[config.mk]
export PLATFORM = sky130hd
export DESIGN_NAME = usie_sie
export DESIGN_NICKNAME = d
export VERILOG_FILES = /design/src/hw/usie_pkg.sv /design/src/hw/usie_sie.sv /design/src/hw/usie_fifo.sv
export VERILOG_INCLUDE_DIRS = /design/src /design/src/hw
export SDC_FILE = /design/constraint.sdc
export NUM_CORES = 1
export LEC_CHECK = 0
export BUFFER_PORTS_ARGS = -buffer_cell sky130_fd_sc_hd__buf_2
export CAP_MARGIN = 20
export CORE_UTILIZATION = 56
export CTS_BUF_LIST = sky130_fd_sc_hd__clkbuf_4
export CTS_CLUSTER_SIZE = 16
export DETAILED_ROUTE_END_ITERATION = 12
export PLACE_DENSITY = 0.79
export SETUP_SLACK_MARGIN = 0.4
export SYNTH_ARGS = -nofsm -noshare
export SYNTH_HDL_FRONTEND = slang
export SYNTH_HIERARCHICAL = 1
export SYNTH_SLANG_ARGS = --single-unit
[constraint.sdc]
create_clock -name clock_i -period 3 [get_ports clock_i]
set_clock_uncertainty 0.15 [all_clocks]
set_input_delay 0.3 -clock clock_i [delete_from_list [all_inputs] [get_ports clock_i]]
set_output_delay 0.3 -clock clock_i [all_outputs]
set_load 0.02 [all_outputs]
[src/hw/usie_consts.svh]
// Constants for the full-speed USB serial interface engine
`ifndef USIE_CONSTS_SVH
`define USIE_CONSTS_SVH
`define USIE_SYS_CLK_HZ    24000000
`define USIE_BIT_RATE_HZ   12000000
`define USIE_SAMPLES_PER_BIT 2
`define USIE_NUM_EP        9
`define USIE_RAM_BYTES     512
`define USIE_EP_BYTES      64
`define USIE_PID_OUT       4'h1
`define USIE_PID_IN        4'h9
`define USIE_PID_SOF       4'h5
`define USIE_PID_SETUP     4'hD
`define USIE_PID_DATA0     4'h3
`define USIE_PID_DATA1     4'hB
`define USIE_PID_ACK       4'h2
`define USIE_PID_NAK       4'hA
`define USIE_PID_STALL     4'hE
`define USIE_CRC5_RES      5'h0C
`define USIE_CRC16_RES     16'h800D
`define USIE_SYNC          8'h80
`endif

[src/hw/usie_pkg.sv]
// Types shared by the USB serial interface engine
package usie_pkg;
   typedef enum logic [3:0] {
      USIE_IDLE  = 4'b0000,
      USIE_RX    = 4'b0001,
      USIE_DEC   = 4'b0010,
      USIE_TXGO  = 4'b0011,
      USIE_TX    = 4'b0100,
      USIE_EOP   = 4'b0101,
      USIE_WAIT  = 4'b0110
   } usie_state_t;
   typedef struct packed {
      logic       we;
      logic [8:0] addr;
      logic [7:0] wdata;
   } usie_ram_req_t;
   typedef struct packed {
      logic setup;
      logic in;
      logic out;
      logic [3:0] ep;
   } usie_token_t;
endpackage

[src/hw/usie_sie.sv]
// Full-speed USB serial interface engine: line coding, CRC, tokens, handshakes
`timescale 1ns/1ps
`include "usie_consts.svh"
//////////////////////////////////////////////////////////////////////////////
// What this block does
// - Full-speed function, one port, one address
// - Nine endpoints; endpoint 0 is control
// - Endpoints 1-8 each configurable IN or OUT
// - NRZI decode, bit unstuff, encode, bit stuff
// - Append CRC16; bad-CRC packets get no handshake, but their payload bytes still reach SRAM
// - Ignore tokens for other device addresses; data payload after them still reaches SRAM
// - Flag SETUP, IN or OUT token types
// - Detect SOF and store frame number
// - Dedicated 512-byte USB payload SRAM
// - Payload reaches SRAM only via arbiter
// - Requires 24 MHz system clock
module usie_sie #(
   parameter int NUM_EP  = `USIE_NUM_EP,
   parameter int CLK_HZ  = `USIE_SYS_CLK_HZ
) (
   // Clock and reset
   input  wire logic                    clock_i,
   input  wire logic                    arst_n_i,
   // Line, receiver outputs and driver
   input  wire logic                    dp_i,
   input  wire logic                    dm_i,
   output logic                         dp_o,
   output logic                         dm_o,
   output logic                         line_oe_o,
   // Configuration
   input  wire logic [6:0]              dev_addr_i,
   input  wire logic [NUM_EP-1:0]       ep_is_in_i,
   input  wire logic [NUM_EP-1:0]       ep_ready_i,
   input  wire logic [NUM_EP-1:0]       ep_stall_i,
   input  wire logic [6:0]              ep_tx_len_i,
   // Token, frame and receive status
   output usie_pkg::usie_token_t        token_o,
   output logic                         token_pulse_o,
   output logic [10:0]                  frame_o,
   output logic                         sof_pulse_o,
   output logic [6:0]                   rx_len_o,
   output logic                         rx_done_o,
   // Arbiter port to the USB SRAM
   output usie_pkg::usie_ram_req_t      ram_req_o,
   output logic                         ram_req_valid_o,
   input  wire logic                    ram_grant_i,
   input  wire logic [7:0]              ram_rdata_i
);
   import usie_pkg::*;
   // Two samples per 12 Mb/s bit at 24 MHz; other clocks break the bit timing
   localparam int HALF = CLK_HZ / `USIE_BIT_RATE_HZ / `USIE_SAMPLES_PER_BIT;
   //////////////////////////////////////////////////////////////////////////
   function automatic logic [4:0] crc5(input logic [4:0] c, input logic b);
      crc5 = {c[3:0], 1'b0} ^ ((c[4] ^ b) ? 5'h05 : 5'h00);
   endfunction
   function automatic logic [15:0] crc16(input logic [15:0] c, input logic b);
      crc16 = {c[14:0], 1'b0} ^ ((c[15] ^ b) ? 16'h8005 : 16'h0000);
   endfunction
   // The line is sent LSB first, so the CRC register is mirrored before loading
   function automatic logic [15:0] rev16(input logic [15:0] v);
      for (int i = 0; i < 16; i++)
         rev16[i] = v[15 - i];
   endfunction
   //////////////////////////////////////////////////////////////////////////
   usie_state_t st_reg;
   logic        ph_reg;
   logic        last_reg;
   logic [2:0]  ones_reg;
   logic [7:0]  sh_reg;
   logic [2:0]  bit_reg;
   logic [7:0]  nbyte_reg;
   logic [3:0]  pid_reg;
   logic [15:0] tok_reg;
   logic [4:0]  c5_reg;
   logic [15:0] c16_reg;
   logic [3:0]  ep_reg;
   logic        tok_in_reg;
   logic [31:0] txsh_reg;
   logic [5:0]  txn_reg;
   logic        txcrc_reg;
   logic [6:0]  txidx_reg;
   logic [6:0]  txlen_reg;
   logic [1:0]  eop_reg;
   logic        se0_reg;
   logic [15:0] hist_reg;
   logic        q_valid;
   logic [16:0] q_word;
   wire         se0      = ~dp_i & ~dm_i;
   wire         tick     = ph_reg;
   wire         rx_bit   = ~(dp_i ^ last_reg);
   wire         stuffed  = (ones_reg == 3'd6);
   wire         byte_end = tick & ~stuffed & (bit_reg == 3'd7) & (st_reg == USIE_RX);
   wire [7:0]   rx_byte  = {rx_bit, sh_reg[7:1]};
   wire [3:0]   tok_ep   = {tok_reg[2:0], tok_reg[15]};
   wire [6:0]   tok_addr = tok_reg[14:8];
   wire         is_token = (pid_reg == `USIE_PID_SETUP) | (pid_reg == `USIE_PID_IN) |
                           (pid_reg == `USIE_PID_OUT);
   wire         is_data  = (pid_reg == `USIE_PID_DATA0) | (pid_reg == `USIE_PID_DATA1);
   wire         tok_ok   = (nbyte_reg == 8'd4) & (c5_reg == `USIE_CRC5_RES);
   wire         data_ok  = is_data & (c16_reg == `USIE_CRC16_RES) & ~tok_in_reg;
   wire         addr_hit = (tok_addr == dev_addr_i);
   wire         ep_valid = (tok_ep < 4'(NUM_EP));
   // Endpoint 0 takes both directions; the others only the configured one
   wire         dir_ok   = (tok_ep == 4'd0) | (ep_is_in_i[tok_ep] == (pid_reg == `USIE_PID_IN));
   // A token's endpoint reaches ep_reg only one cycle after it is decoded
   wire [3:0]   hs_ep    = (st_reg == USIE_DEC && is_token) ? tok_ep : ep_reg;
   wire [3:0]   hs_pid   = ep_stall_i[hs_ep] ? `USIE_PID_STALL :
                           ep_ready_i[hs_ep] ? `USIE_PID_ACK : `USIE_PID_NAK;
   wire [8:0]   ram_base = {ep_reg, 5'b0_0000} + {ep_reg, 5'b0_0000};
   wire         tx_byte_need = (txn_reg == 6'd0) & (txidx_reg < txlen_reg) & ~txcrc_reg;
   // Writes trail the line by two bytes, so the CRC bytes never reach the SRAM
   wire         rx_wr      = byte_end & (nbyte_reg >= 8'd4) & is_data;
   wire [16:0]  rx_wr_word = {ram_base + 9'(nbyte_reg - 8'd4), hist_reg[15:8]};
   usie_fifo #(
      .WIDTH (17),
      .DEPTH (4)
   ) rx_q_u (
      .clock_i     (clock_i),
      .arst_n_i    (arst_n_i),
      .flush_i     (1'b0),
      .in_valid_i  (rx_wr),
      .in_ready_o  (),
      .in_data_i   (rx_wr_word),
      .out_valid_o (q_valid),
      .out_ready_i (ram_grant_i),
      .out_data_o  (q_word)
   );
   assign ram_req_valid_o = q_valid | ((st_reg == USIE_TX) & tx_byte_need);
   assign ram_req_o.we    = q_valid;
   assign ram_req_o.addr  = q_valid ? q_word[16:8] : ram_base + {2'b00, txidx_reg};
   assign ram_req_o.wdata = q_word[7:0];
   //////////////////////////////////////////////////////////////////////////
   always_ff @(posedge clock_i or negedge arst_n_i)
   begin
      if (!arst_n_i)
      begin
         st_reg <= USIE_IDLE; ph_reg <= 1'b0; last_reg <= 1'b1; ones_reg <= '0;
         sh_reg <= '0; bit_reg <= '0; nbyte_reg <= '0; pid_reg <= '0; tok_reg <= '0;
         c5_reg <= '1; c16_reg <= '1; ep_reg <= '0; tok_in_reg <= 1'b1;
         hist_reg <= '0;
         txsh_reg <= '0; txn_reg <= '0; txcrc_reg <= 1'b0; txidx_reg <= '0;
         txlen_reg <= '0; eop_reg <= '0; se0_reg <= 1'b0;
         dp_o <= 1'b1; dm_o <= 1'b0; line_oe_o <= 1'b0;
         token_o <= '0; token_pulse_o <= 1'b0; frame_o <= '0; sof_pulse_o <= 1'b0;
         rx_len_o <= '0; rx_done_o <= 1'b0;
      end
      else
      begin
         ph_reg <= (st_reg == USIE_IDLE) ? 1'b1 : ~ph_reg;
         token_pulse_o <= 1'b0;
         sof_pulse_o <= 1'b0;
         rx_done_o <= 1'b0;
         se0_reg <= se0;
         case (st_reg)
            USIE_IDLE:
            begin
               line_oe_o <= 1'b0;
               last_reg <= 1'b1;
               ones_reg <= '0; bit_reg <= '0; nbyte_reg <= '0;
               c5_reg <= '1; c16_reg <= '1;
               if (~dp_i & dm_i)
                  st_reg <= USIE_RX;
            end
            USIE_RX:
            begin
               if (se0 & se0_reg)
                  st_reg <= USIE_DEC;
               else if (tick)
               begin
                  last_reg <= dp_i;
                  ones_reg <= rx_bit ? ones_reg + 3'd1 : 3'd0;
                  if (!stuffed)
                  begin
                     sh_reg <= rx_byte;
                     bit_reg <= bit_reg + 3'd1;
                     if (nbyte_reg > 8'd1)
                     begin
                        c5_reg <= crc5(c5_reg, rx_bit);
                        c16_reg <= crc16(c16_reg, rx_bit);
                     end
                     if (byte_end)
                     begin
                        nbyte_reg <= nbyte_reg + 8'd1;
                        hist_reg <= {hist_reg[7:0], rx_byte};
                        if (nbyte_reg == 8'd1)
                           pid_reg <= rx_byte[3:0];
                        if (nbyte_reg == 8'd2)
                           tok_reg[15:8] <= rx_byte;
                        if (nbyte_reg == 8'd3)
                           tok_reg[7:0] <= rx_byte;
                     end
                  end
               end
            end
            USIE_DEC:
            begin
               st_reg <= USIE_IDLE;
               // Data is acknowledged only right after our own OUT or SETUP token; SRAM writes are not gated by this
               tok_in_reg <= 1'b1;
               if (is_token & tok_ok & addr_hit & ep_valid & dir_ok)
               begin
                  ep_reg <= tok_ep;
                  tok_in_reg <= (pid_reg == `USIE_PID_IN);
                  token_o.setup <= (pid_reg == `USIE_PID_SETUP);
                  token_o.in    <= (pid_reg == `USIE_PID_IN);
                  token_o.out   <= (pid_reg == `USIE_PID_OUT);
                  token_o.ep    <= tok_ep;
                  token_pulse_o <= 1'b1;
                  if (pid_reg == `USIE_PID_IN)
                  begin
                     txsh_reg[15:0] <= ep_ready_i[tok_ep] & ~ep_stall_i[tok_ep] ?
                        {~`USIE_PID_DATA0, `USIE_PID_DATA0, `USIE_SYNC} :
                        {~hs_pid, hs_pid, `USIE_SYNC};
                     txlen_reg <= (ep_ready_i[tok_ep] & ~ep_stall_i[tok_ep]) ? ep_tx_len_i : '0;
                     txcrc_reg <= ~(ep_ready_i[tok_ep] & ~ep_stall_i[tok_ep]);
                     st_reg <= USIE_TXGO;
                  end
               end
               else if (pid_reg == `USIE_PID_SOF & tok_ok)
               begin
                  frame_o <= {tok_reg[2:0], tok_reg[15:8]};
                  sof_pulse_o <= 1'b1;
               end
               else if (data_ok)
               begin
                  rx_len_o <= 7'(nbyte_reg - 8'd4);
                  rx_done_o <= 1'b1;
                  txsh_reg[15:0] <= {~hs_pid, hs_pid, `USIE_SYNC};
                  txlen_reg <= '0;
                  txcrc_reg <= 1'b1;
                  st_reg <= USIE_TXGO;
               end
            end
            USIE_TXGO:
            begin
               txn_reg <= 6'd16; txidx_reg <= '0; c16_reg <= '1;
               ones_reg <= '0; last_reg <= 1'b1; line_oe_o <= 1'b1;
               st_reg <= USIE_TX;
            end
            USIE_TX:
            begin
               if (tx_byte_need)
               begin
                  if (ram_grant_i & ~q_valid)
                  begin
                     txsh_reg[7:0] <= ram_rdata_i;
                     txn_reg <= 6'd8;
                     txidx_reg <= txidx_reg + 7'd1;
                  end
               end
               else if (txn_reg == 6'd0 && !txcrc_reg)
               begin
                  // Payload done: inverted CRC16 goes out high-order bit first
                  txsh_reg[15:0] <= rev16(~c16_reg);
                  txn_reg <= 6'd16;
                  txcrc_reg <= 1'b1;
               end
               else if (txn_reg == 6'd0 && ones_reg != 3'd6)
               begin
                  eop_reg <= '0;
                  st_reg <= USIE_EOP;
               end
               else if (tick)
               begin
                  // Stuff a zero after six ones before sending the next data bit
                  if (ones_reg == 3'd6)
                  begin
                     last_reg <= ~last_reg; dp_o <= ~last_reg; dm_o <= last_reg;
                     ones_reg <= '0;
                  end
                  else
                  begin
                     if (txsh_reg[0])
                        ones_reg <= ones_reg + 3'd1;
                     else
                     begin
                        ones_reg <= '0;
                        last_reg <= ~last_reg;
                     end
                     dp_o <= txsh_reg[0] ? last_reg : ~last_reg;
                     dm_o <= txsh_reg[0] ? ~last_reg : last_reg;
                     // Only payload bits feed the CRC; header has txidx_reg at 0
                     if (!txcrc_reg && txidx_reg != 7'd0)
                        c16_reg <= crc16(c16_reg, txsh_reg[0]);
                     txsh_reg <= {1'b0, txsh_reg[31:1]};
                     txn_reg <= txn_reg - 6'd1;
                  end
               end
            end
            USIE_EOP:
            begin
               if (tick)
               begin
                  eop_reg <= eop_reg + 2'd1;
                  dp_o <= (eop_reg == 2'd2);
                  dm_o <= 1'b0;
                  if (eop_reg == 2'd2)
                     st_reg <= USIE_WAIT;
               end
            end
            USIE_WAIT:
            begin
               line_oe_o <= 1'b0;
               st_reg <= USIE_IDLE;
            end
            default:
               st_reg <= USIE_IDLE;
         endcase
      end
   end
endmodule

[src/hw/usie_fifo.sv]
// Small valid/ready FIFO for received payload bytes
`timescale 1ns/1ps
module usie_fifo #(
   parameter int WIDTH = 8,
   parameter int DEPTH = 4
) (
   // Clock and reset
   input  wire logic             clock_i,
   input  wire logic             arst_n_i,
   input  wire logic             flush_i,
   // Fill side
   input  wire logic             in_valid_i,
   output logic                  in_ready_o,
   input  wire logic [WIDTH-1:0] in_data_i,
   // Drain side
   output logic                  out_valid_o,
   input  wire logic             out_ready_i,
   output logic      [WIDTH-1:0] out_data_o
);
   localparam int AW = $clog2(DEPTH);
   logic [WIDTH-1:0] mem_reg [DEPTH];
   logic [AW-1:0]    wr_reg;
   logic [AW-1:0]    rd_reg;
   logic [AW:0]      cnt_reg;
   wire              push = in_valid_i & in_ready_o;
   wire              pop  = out_valid_o & out_ready_i;
   assign in_ready_o  = (cnt_reg != (AW+1)'(DEPTH));
   assign out_valid_o = (cnt_reg != '0);
   assign out_data_o  = mem_reg[rd_reg];
   always_ff @(posedge clock_i)
   begin
      if (push)
         mem_reg[wr_reg] <= in_data_i;
   end
   always_ff @(posedge clock_i or negedge arst_n_i)
   begin
      if (!arst_n_i)
      begin
         wr_reg  <= '0;
         rd_reg  <= '0;
         cnt_reg <= '0;
      end
      else if (flush_i)
      begin
         wr_reg  <= '0;
         rd_reg  <= '0;
         cnt_reg <= '0;
      end
      else
      begin
         if (push)
            wr_reg <= (wr_reg == AW'(DEPTH-1)) ? '0 : wr_reg + 1'b1;
         if (pop)
            rd_reg <= (rd_reg == AW'(DEPTH-1)) ? '0 : rd_reg + 1'b1;
         cnt_reg <= cnt_reg + (AW+1)'(push) - (AW+1)'(pop);
      end
   end
endmodule

## Word-level counts from Yosys, hierarchy flattened

Memories as Yosys holds them, arrays and structs flattened.
Index checks and enable logic that the tools add are counted.

- Latch bits: 0
- Input bits: 54
- Bits in writable memories: 68
- Word-level logic and storage cells: 348
- ROM bits: 0
- Memories kept: 1
- Output and inout bits: 50
- Register bits: 159

Memory list:

| memory | words | width | read ports | clocked after Yosys merged registers in | wr ports | RTL line | text |
|---|---|---|---|---|---|---|---|
| rx_q_u.mem_reg | 4 | 17 | 1 | 0 | 1 | usie_fifo.sv:21 | `logic [WIDTH-1:0] mem_reg [DEPTH];` |

- Shift operators: 0
- Bitwise operators: 51
- Reductions and logical operators: 41
- Multiplexer cells: 139
- Magnitude comparators: 6
- Add/sub/neg operators: 15
- Multipliers: 0
- Equality and inequality tests: 58
- Divide/modulo/power cells: 0

Operators by type and width:

| cell | count |
|---|---|
| $mux W16 | 21 |
| $mux W8 | 7 |
| $mux W7 | 7 |
| $pmux W16 S3 | 1 |
| $mux W4 | 11 |
| $mux W1 | 40 |
| $mux W3 | 13 |
| $mux W6 | 6 |
| $pmux W16 S2 | 1 |
| $xor A16 B16 Y16 | 2 |
| $reduce_and A6 Y1 | 5 |
| $ne A2 B2 Y1 const B | 13 |
| $reduce_and A5 Y1 | 5 |
| $pmux W4 S6 | 1 |
| $and A1 B1 Y1 | 23 |
| $bmux W1 S4 | 5 |
| $mux W5 | 4 |
| $add A9 B9 Y9 | 2 |
| $mux W2 | 9 |
| $eq A16 B16 Y1 const B | 1 |
| $eq A4 B3 Y1 const B | 4 |
| $eq A8 B2 Y1 const B | 2 |
| $ne A2 B1 Y1 const B | 8 |
| $not A16 Y16 | 1 |
| other kinds (58) | 118 |

## Depth between registers and ports, before layout

- Depth after elaboration: 14
- Mapped depth: 15
- Mapped depth without buffers: 15

## By module

The synthesis kept the hierarchy.

Modules (own cells, without submodules):

| module | instances | cells an instance | sequential area each (µm²) | area each (µm²) |
|---|---|---|---|---|
| usie_sie | 1 | 853 | 3,783.6 | 8,311.7 |
| usie_fifo | 1 | 136 | 2,217.1 | 2,927.8 |

## Worst setup path after synthesis

OpenSTA, ideal clock, no wires.

- Path type: flip-flop to flip-flop
- Start: reg nbyte_reg[3]
- End: reg txsh_reg[0]
- Stages on the path, launching flop included: 10
- Buffers on the path: 0
- Setup time: 0.125 ns
- Data arrival time: 2.931 ns
- Slack: -0.206 ns
- Clock period less this slack: 3.206 ns
- Cells stage by stage: dfrtp_1 > inv_1 > ha_1 > and4bb_1 > nand4_2 > or4b_1 > a311oi_2 > o221ai_2 > a211oi_4 > mux2_2

- Cells in the longest elaborated chain, start to end: 8
- Elaborated cells on any way between the ends: 13
- Classes of those cells: 4 x eq/ne; 2 x mux; 6 x bitwise; 1 x reduce/logical

RTL lines:

| element | RTL line | text |
|---|---|---|
| from (decl) | usie_sie.sv:71 | `logic [7:0] nbyte_reg;` |
| from (signal assigned) | usie_sie.sv:183 | `nbyte_reg <= nbyte_reg + 8'd1;` |
| $eq A8 B3 Y1 (*) | usie_sie.sv:99 | `` wire tok_ok = (nbyte_reg == 8'd4) & (c5_reg == `USIE_CRC5_RES); `` |
| $and A1 B1 Y1 (*) | usie_sie.sv:99 |  |
| $and A1 B1 Y1 (4 in series) | usie_sie.sv:200 | `if (is_token & tok_ok & addr_hit & ep_valid & dir_ok)` |
| $ne A3 B2 Y1 (no line) (tied with other cells) | - |  |
| $reduce_and A8 Y1 (no line) / $pmux W16 S2 (equally long branches) | - |  |
| to (signal assigned) | usie_sie.sv:211 | `txsh_reg[15:0] <= ep_ready_i[tok_ep] & ~ep_stall_i[tok_ep] ?` |
| to (signal assigned) | usie_sie.sv:228 | `` txsh_reg[15:0] <= {~hs_pid, hs_pid, `USIE_SYNC}; `` |
| to (signal assigned) | usie_sie.sv:246 | `txsh_reg[7:0] <= ram_rdata_i;` |
| to (decl) | usie_sie.sv:78 | `logic [31:0] txsh_reg;` |

Every way passes the cells marked *; elsewhere a longest branch is shown, timed or not.
A chain may end at the register's enable or synchronous reset.

## Worst setup path in the final report

- Start: reg nbyte_reg[0]
- End: reg txsh_reg[12]

The elaborated chain is that of the path after synthesis.

==> qor.txt <==
Status: finished with violations
Failing checks: negative hold slack
Total power draw: 0.01025 W
Unrepaired setup endpoints after global routing: true
Total gr overflow: 0
Most used flip-flop cell after synthesis: dfrtp_1
Hold path start: dev_addr_i[6]
Cell area after layout: 14240 um2
CTS clk-pin slew, worst paths: 0.07 ns
R2R depth: 10
Synth warnings: 6
DP Area: 12470 um2
DIE WIDTH: 143.7 um
Drt drc: 0
Global Route Usage Sum: 27.51%
Hold_ws: -0.0006336 ns
RePlAce Congestion: 0.9155
CTS Buf Count: 59
Crit path max fanout: 7
CP Class: reg -> reg
Largest net degree at the start of global routing: 66
Worst reg2reg setup slack: 0.02 ns
Final period utilization: 99.26%
Synth Area in XOR/XNOR: 2.883%
Post-synthesis sequential area ratio: 53.39%
Tmin final: 2.978 ns
Top post-synthesis cells by area: dfrtp_1 (30%), edfxtp_1 (18%), mux2_2 (6.8%), dfstp_2 (5.6%), ha_1 (4.8%)
Total Wirelength: 27800 um
Synthesized net count: 1088
Fin. Hold Viols: 1
Wire length per cell: 18.11 um
CP Data Arrival Time: 3.40 ns
Dpl hpwl: 18150 um
Routed via count: 8664
PD cells: 720.0 nW/um2
Crit-path cells: inv_2 -> ha_4 -> and4bb_1 -> nand4_2 -> or4b_4 -> a311oi_4 -> o221ai_4 -> buf_6 -> a21oi_4 -> mux2_4
Leak Pwr: 6.466 nW
Die ar.: 20640 um2
Starting Density: 57.37%
Layout cell share with drive strength beyond 1: 38.38%
Clk sinks: 225
Worst VDD drop: 0.0004910 V
Worst R2R End: txsh_reg[12]
Worst-Margin Slew: 0.5690 ns
Combinational family with the most area after synthesis: simple AND/OR/NAND/NOR gates
Buf/Inv on CP: 2
Commonest cells post-synth: dfrtp_1 (133), nand2_1 (94), nor2_1 (90)
Synthesis-to-finish area growth: 26.72%
EDFF count, synth: 68
Worst Hold Depth: 6
Multiplexer share of the synthesized area: 11.64%
Slew margin rel.: 61.95%
Via count of the first global-routing pass: 8549
Skew-Pair Late Insertion Delay: 0.72 ns
Startpoint types: register
FF-to-FF Start: nbyte_reg[0]
Initial DRC count: 691
Synth Instances: 989
Root Buffer Master: clkbuf_4
CP endpoint kind: register
Max Cap Viol: 0
Adder-Cell Fraction of Synth Area: 5.143%
Compound-Gate Fraction of Synth Area: 10.35%
Synth Area per Inst: 11.36 um2
Die height: 143.7 um
Setup Viol. Count Final: 0
Slowest CP cell: or4b_4
ANT nets after route: 0
Distinct cells, synth: 77
CP top delay family: simple AND/OR/NAND/NOR gates
Synth async-reset ratio: 69.78%
Rows: 51
Initial antenna violation count: 1
Area leader, netlist: dfrtp_1
PortBufs: 103
Req. time, crit path: 3.42 ns
Clock Path Buffers: 3
Post-synth top area share: 29.61%
Worst Hold Class: in -> reg
Mapped Area: 11240 um2
H-tree levels: 2
Max Slew Vio Count: 0
Nets: 1319
I/O pin cnt: 104
Fmax achieved: 335.8 MHz
Vias/cell: 5.644
TritonRoute pass-1 iters: 5
Synth Area in Simple Gates: 13.37%
Global-route wire length before repair: 43500 um
Core Area: 19590 um2
Top-count cell post-synth: dfrtp_1
Flops & latches, synth: 225
Hold endpoint: tok_in_reg
CTS tree: done
Max FFs per register: 68
Crit path largest cell delay: 0.52 ns
kinds of logic (layout without fill, tap and decap cells):
logic type               Yosys count  after routing
adder cells (fa/ha/maj)           45             45
other                              1              2
AO/OA/AOI/OAI                    181            181
XOR/XNOR                          37             37
flip-flops                       225            225
multiplexers                     101            101
buffers and inverters             89            369
AND/OR/NAND/NOR                  310            310
final cells by class:
cell class                      instances  area, um2
Antenna cell                            1      2.502
Clock buffer                           95      713.2
Clock inverter                         15      112.6
Fill cell                            1320       5348
Inverter                               44      170.2
Multi-Input combinational cell        675       5261
Sequential cell                       225       6016
Tap cell                              265      331.6
Timing Repair Buffer                  215       1635
what timing repair did:
action                                 4_1_cts  5_1_grt
setup endpoints to repair                   43       73
endpoints found under the hold margin      157        0
gates resized for setup                     63       57
hold buffers                                23        0
cloned                                       0        1
pin swaps                                   12       17
buffers inserted                            16       14
worst register-to-register path, stage by stage (launching register included):
cell and delay, ns:
dfrtp_2 0.41, inv_2 0.09, ha_4 0.14, and4bb_1 0.21, nand4_2 0.13, or4b_4 0.52
a311oi_4 0.30, o221ai_4 0.17, buf_6 0.16, a21oi_4 0.24, mux2_4 0.33
metal layers:
layer  vias to the layer above  global-route usage (%)  part of all wire, %
li1                       4041                       -                    -
met1                      4265                   36.22                   43
met3                        53                   5.798                  6.0
met4                         0                   10.36                  2.2
met2                       305                   44.89                   49
met5                         -                       0                    0
worst max path at each step:
stage / start / to / slack (ns) / depth (start not counted)
after global routing: nbyte_reg[0] / txsh_reg[12] / -0.10 / 10
after floorplan: nbyte_reg[3] / txsh_reg[0] / -0.10 / 9
final: nbyte_reg[0] / txsh_reg[12] / 0.02 / 10
after CTS: txidx_reg[6] / ram_req_valid_o / 0.05 / 6
after global placement: nbyte_reg[0] / txsh_reg[4] / 0.04 / 10
after detailed placement: nbyte_reg[4] / txsh_reg[4] / 0.009 / 10
where the power goes:
part	internal (W)	switching [W]
registers	0.00358	0.000351
logic	0.00152	0.00193
clock network	0.00160	0.00127
cells in the final DEF, fill, tap and decap left out, types with 5 or more instances in the layout:
| cell | synthesis | layout |
|---|---|---|
| inv_2 | 0 | 6 |
| xnor2_1 | 22 | 21 |
| nor3_1 | 8 | 7 |
| buf_6 | 0 | 19 |
| inv_1 | 44 | 36 |
| mux2_2 | 68 | 55 |
| dfrtp_1 | 133 | 123 |
| nor4_1 | 8 | 6 |
| clkinv_1 | 0 | 10 |
| dlygate4sd3_1 | 0 | 22 |
| nand4_1 | 13 | 13 |
| o21ai_0 | 61 | 56 |
| a21oi_1 | 44 | 42 |
| a21o_1 | 10 | 10 |
| nor2_1 | 90 | 82 |
| nand3_1 | 24 | 20 |
| o31ai_1 | 5 | 5 |
| mux2i_1 | 16 | 16 |
| mux4_2 | 17 | 17 |
| clkbuf_4 | 0 | 95 |
| and2_1 | 8 | 7 |
| buf_12 | 0 | 8 |
| mux2_4 | 0 | 13 |
| dfrtp_2 | 0 | 9 |
| or3_1 | 8 | 8 |
| buf_4 | 3 | 76 |
| xor2_1 | 15 | 15 |
| nor2b_1 | 14 | 14 |
| o22ai_1 | 5 | 5 |
| nor2_2 | 0 | 6 |
| nand2_2 | 0 | 10 |
| edfxtp_1 | 68 | 68 |
| dfstp_2 | 24 | 24 |
| nand2_1 | 94 | 84 |
| buf_2 | 8 | 89 |
| a31oi_1 | 8 | 8 |
| ha_4 | 0 | 7 |
| ha_1 | 43 | 34 |
| nand2b_1 | 11 | 10 |
through the flow:
stage	worst slack (ns)	instances	util [%]	hold WS [ns]	TNS, ns
5_1_grt	-0.1048	1535	72.70	0.04415	-0.9438
6_report	0.02231	1535	72.70	-0.0006336	0
4_1_cts	0.04829	1519	70.88	-0.03668	0
3_3_place_gp	0.04279	1370	63.66	0.09726	0
3_5_place_dp	0.009357	1370	63.66	0.1003	0
2_1_floorplan	-0.1022	989	-	-0.1456	-0.6689
(Power assumes the default switching activity.)
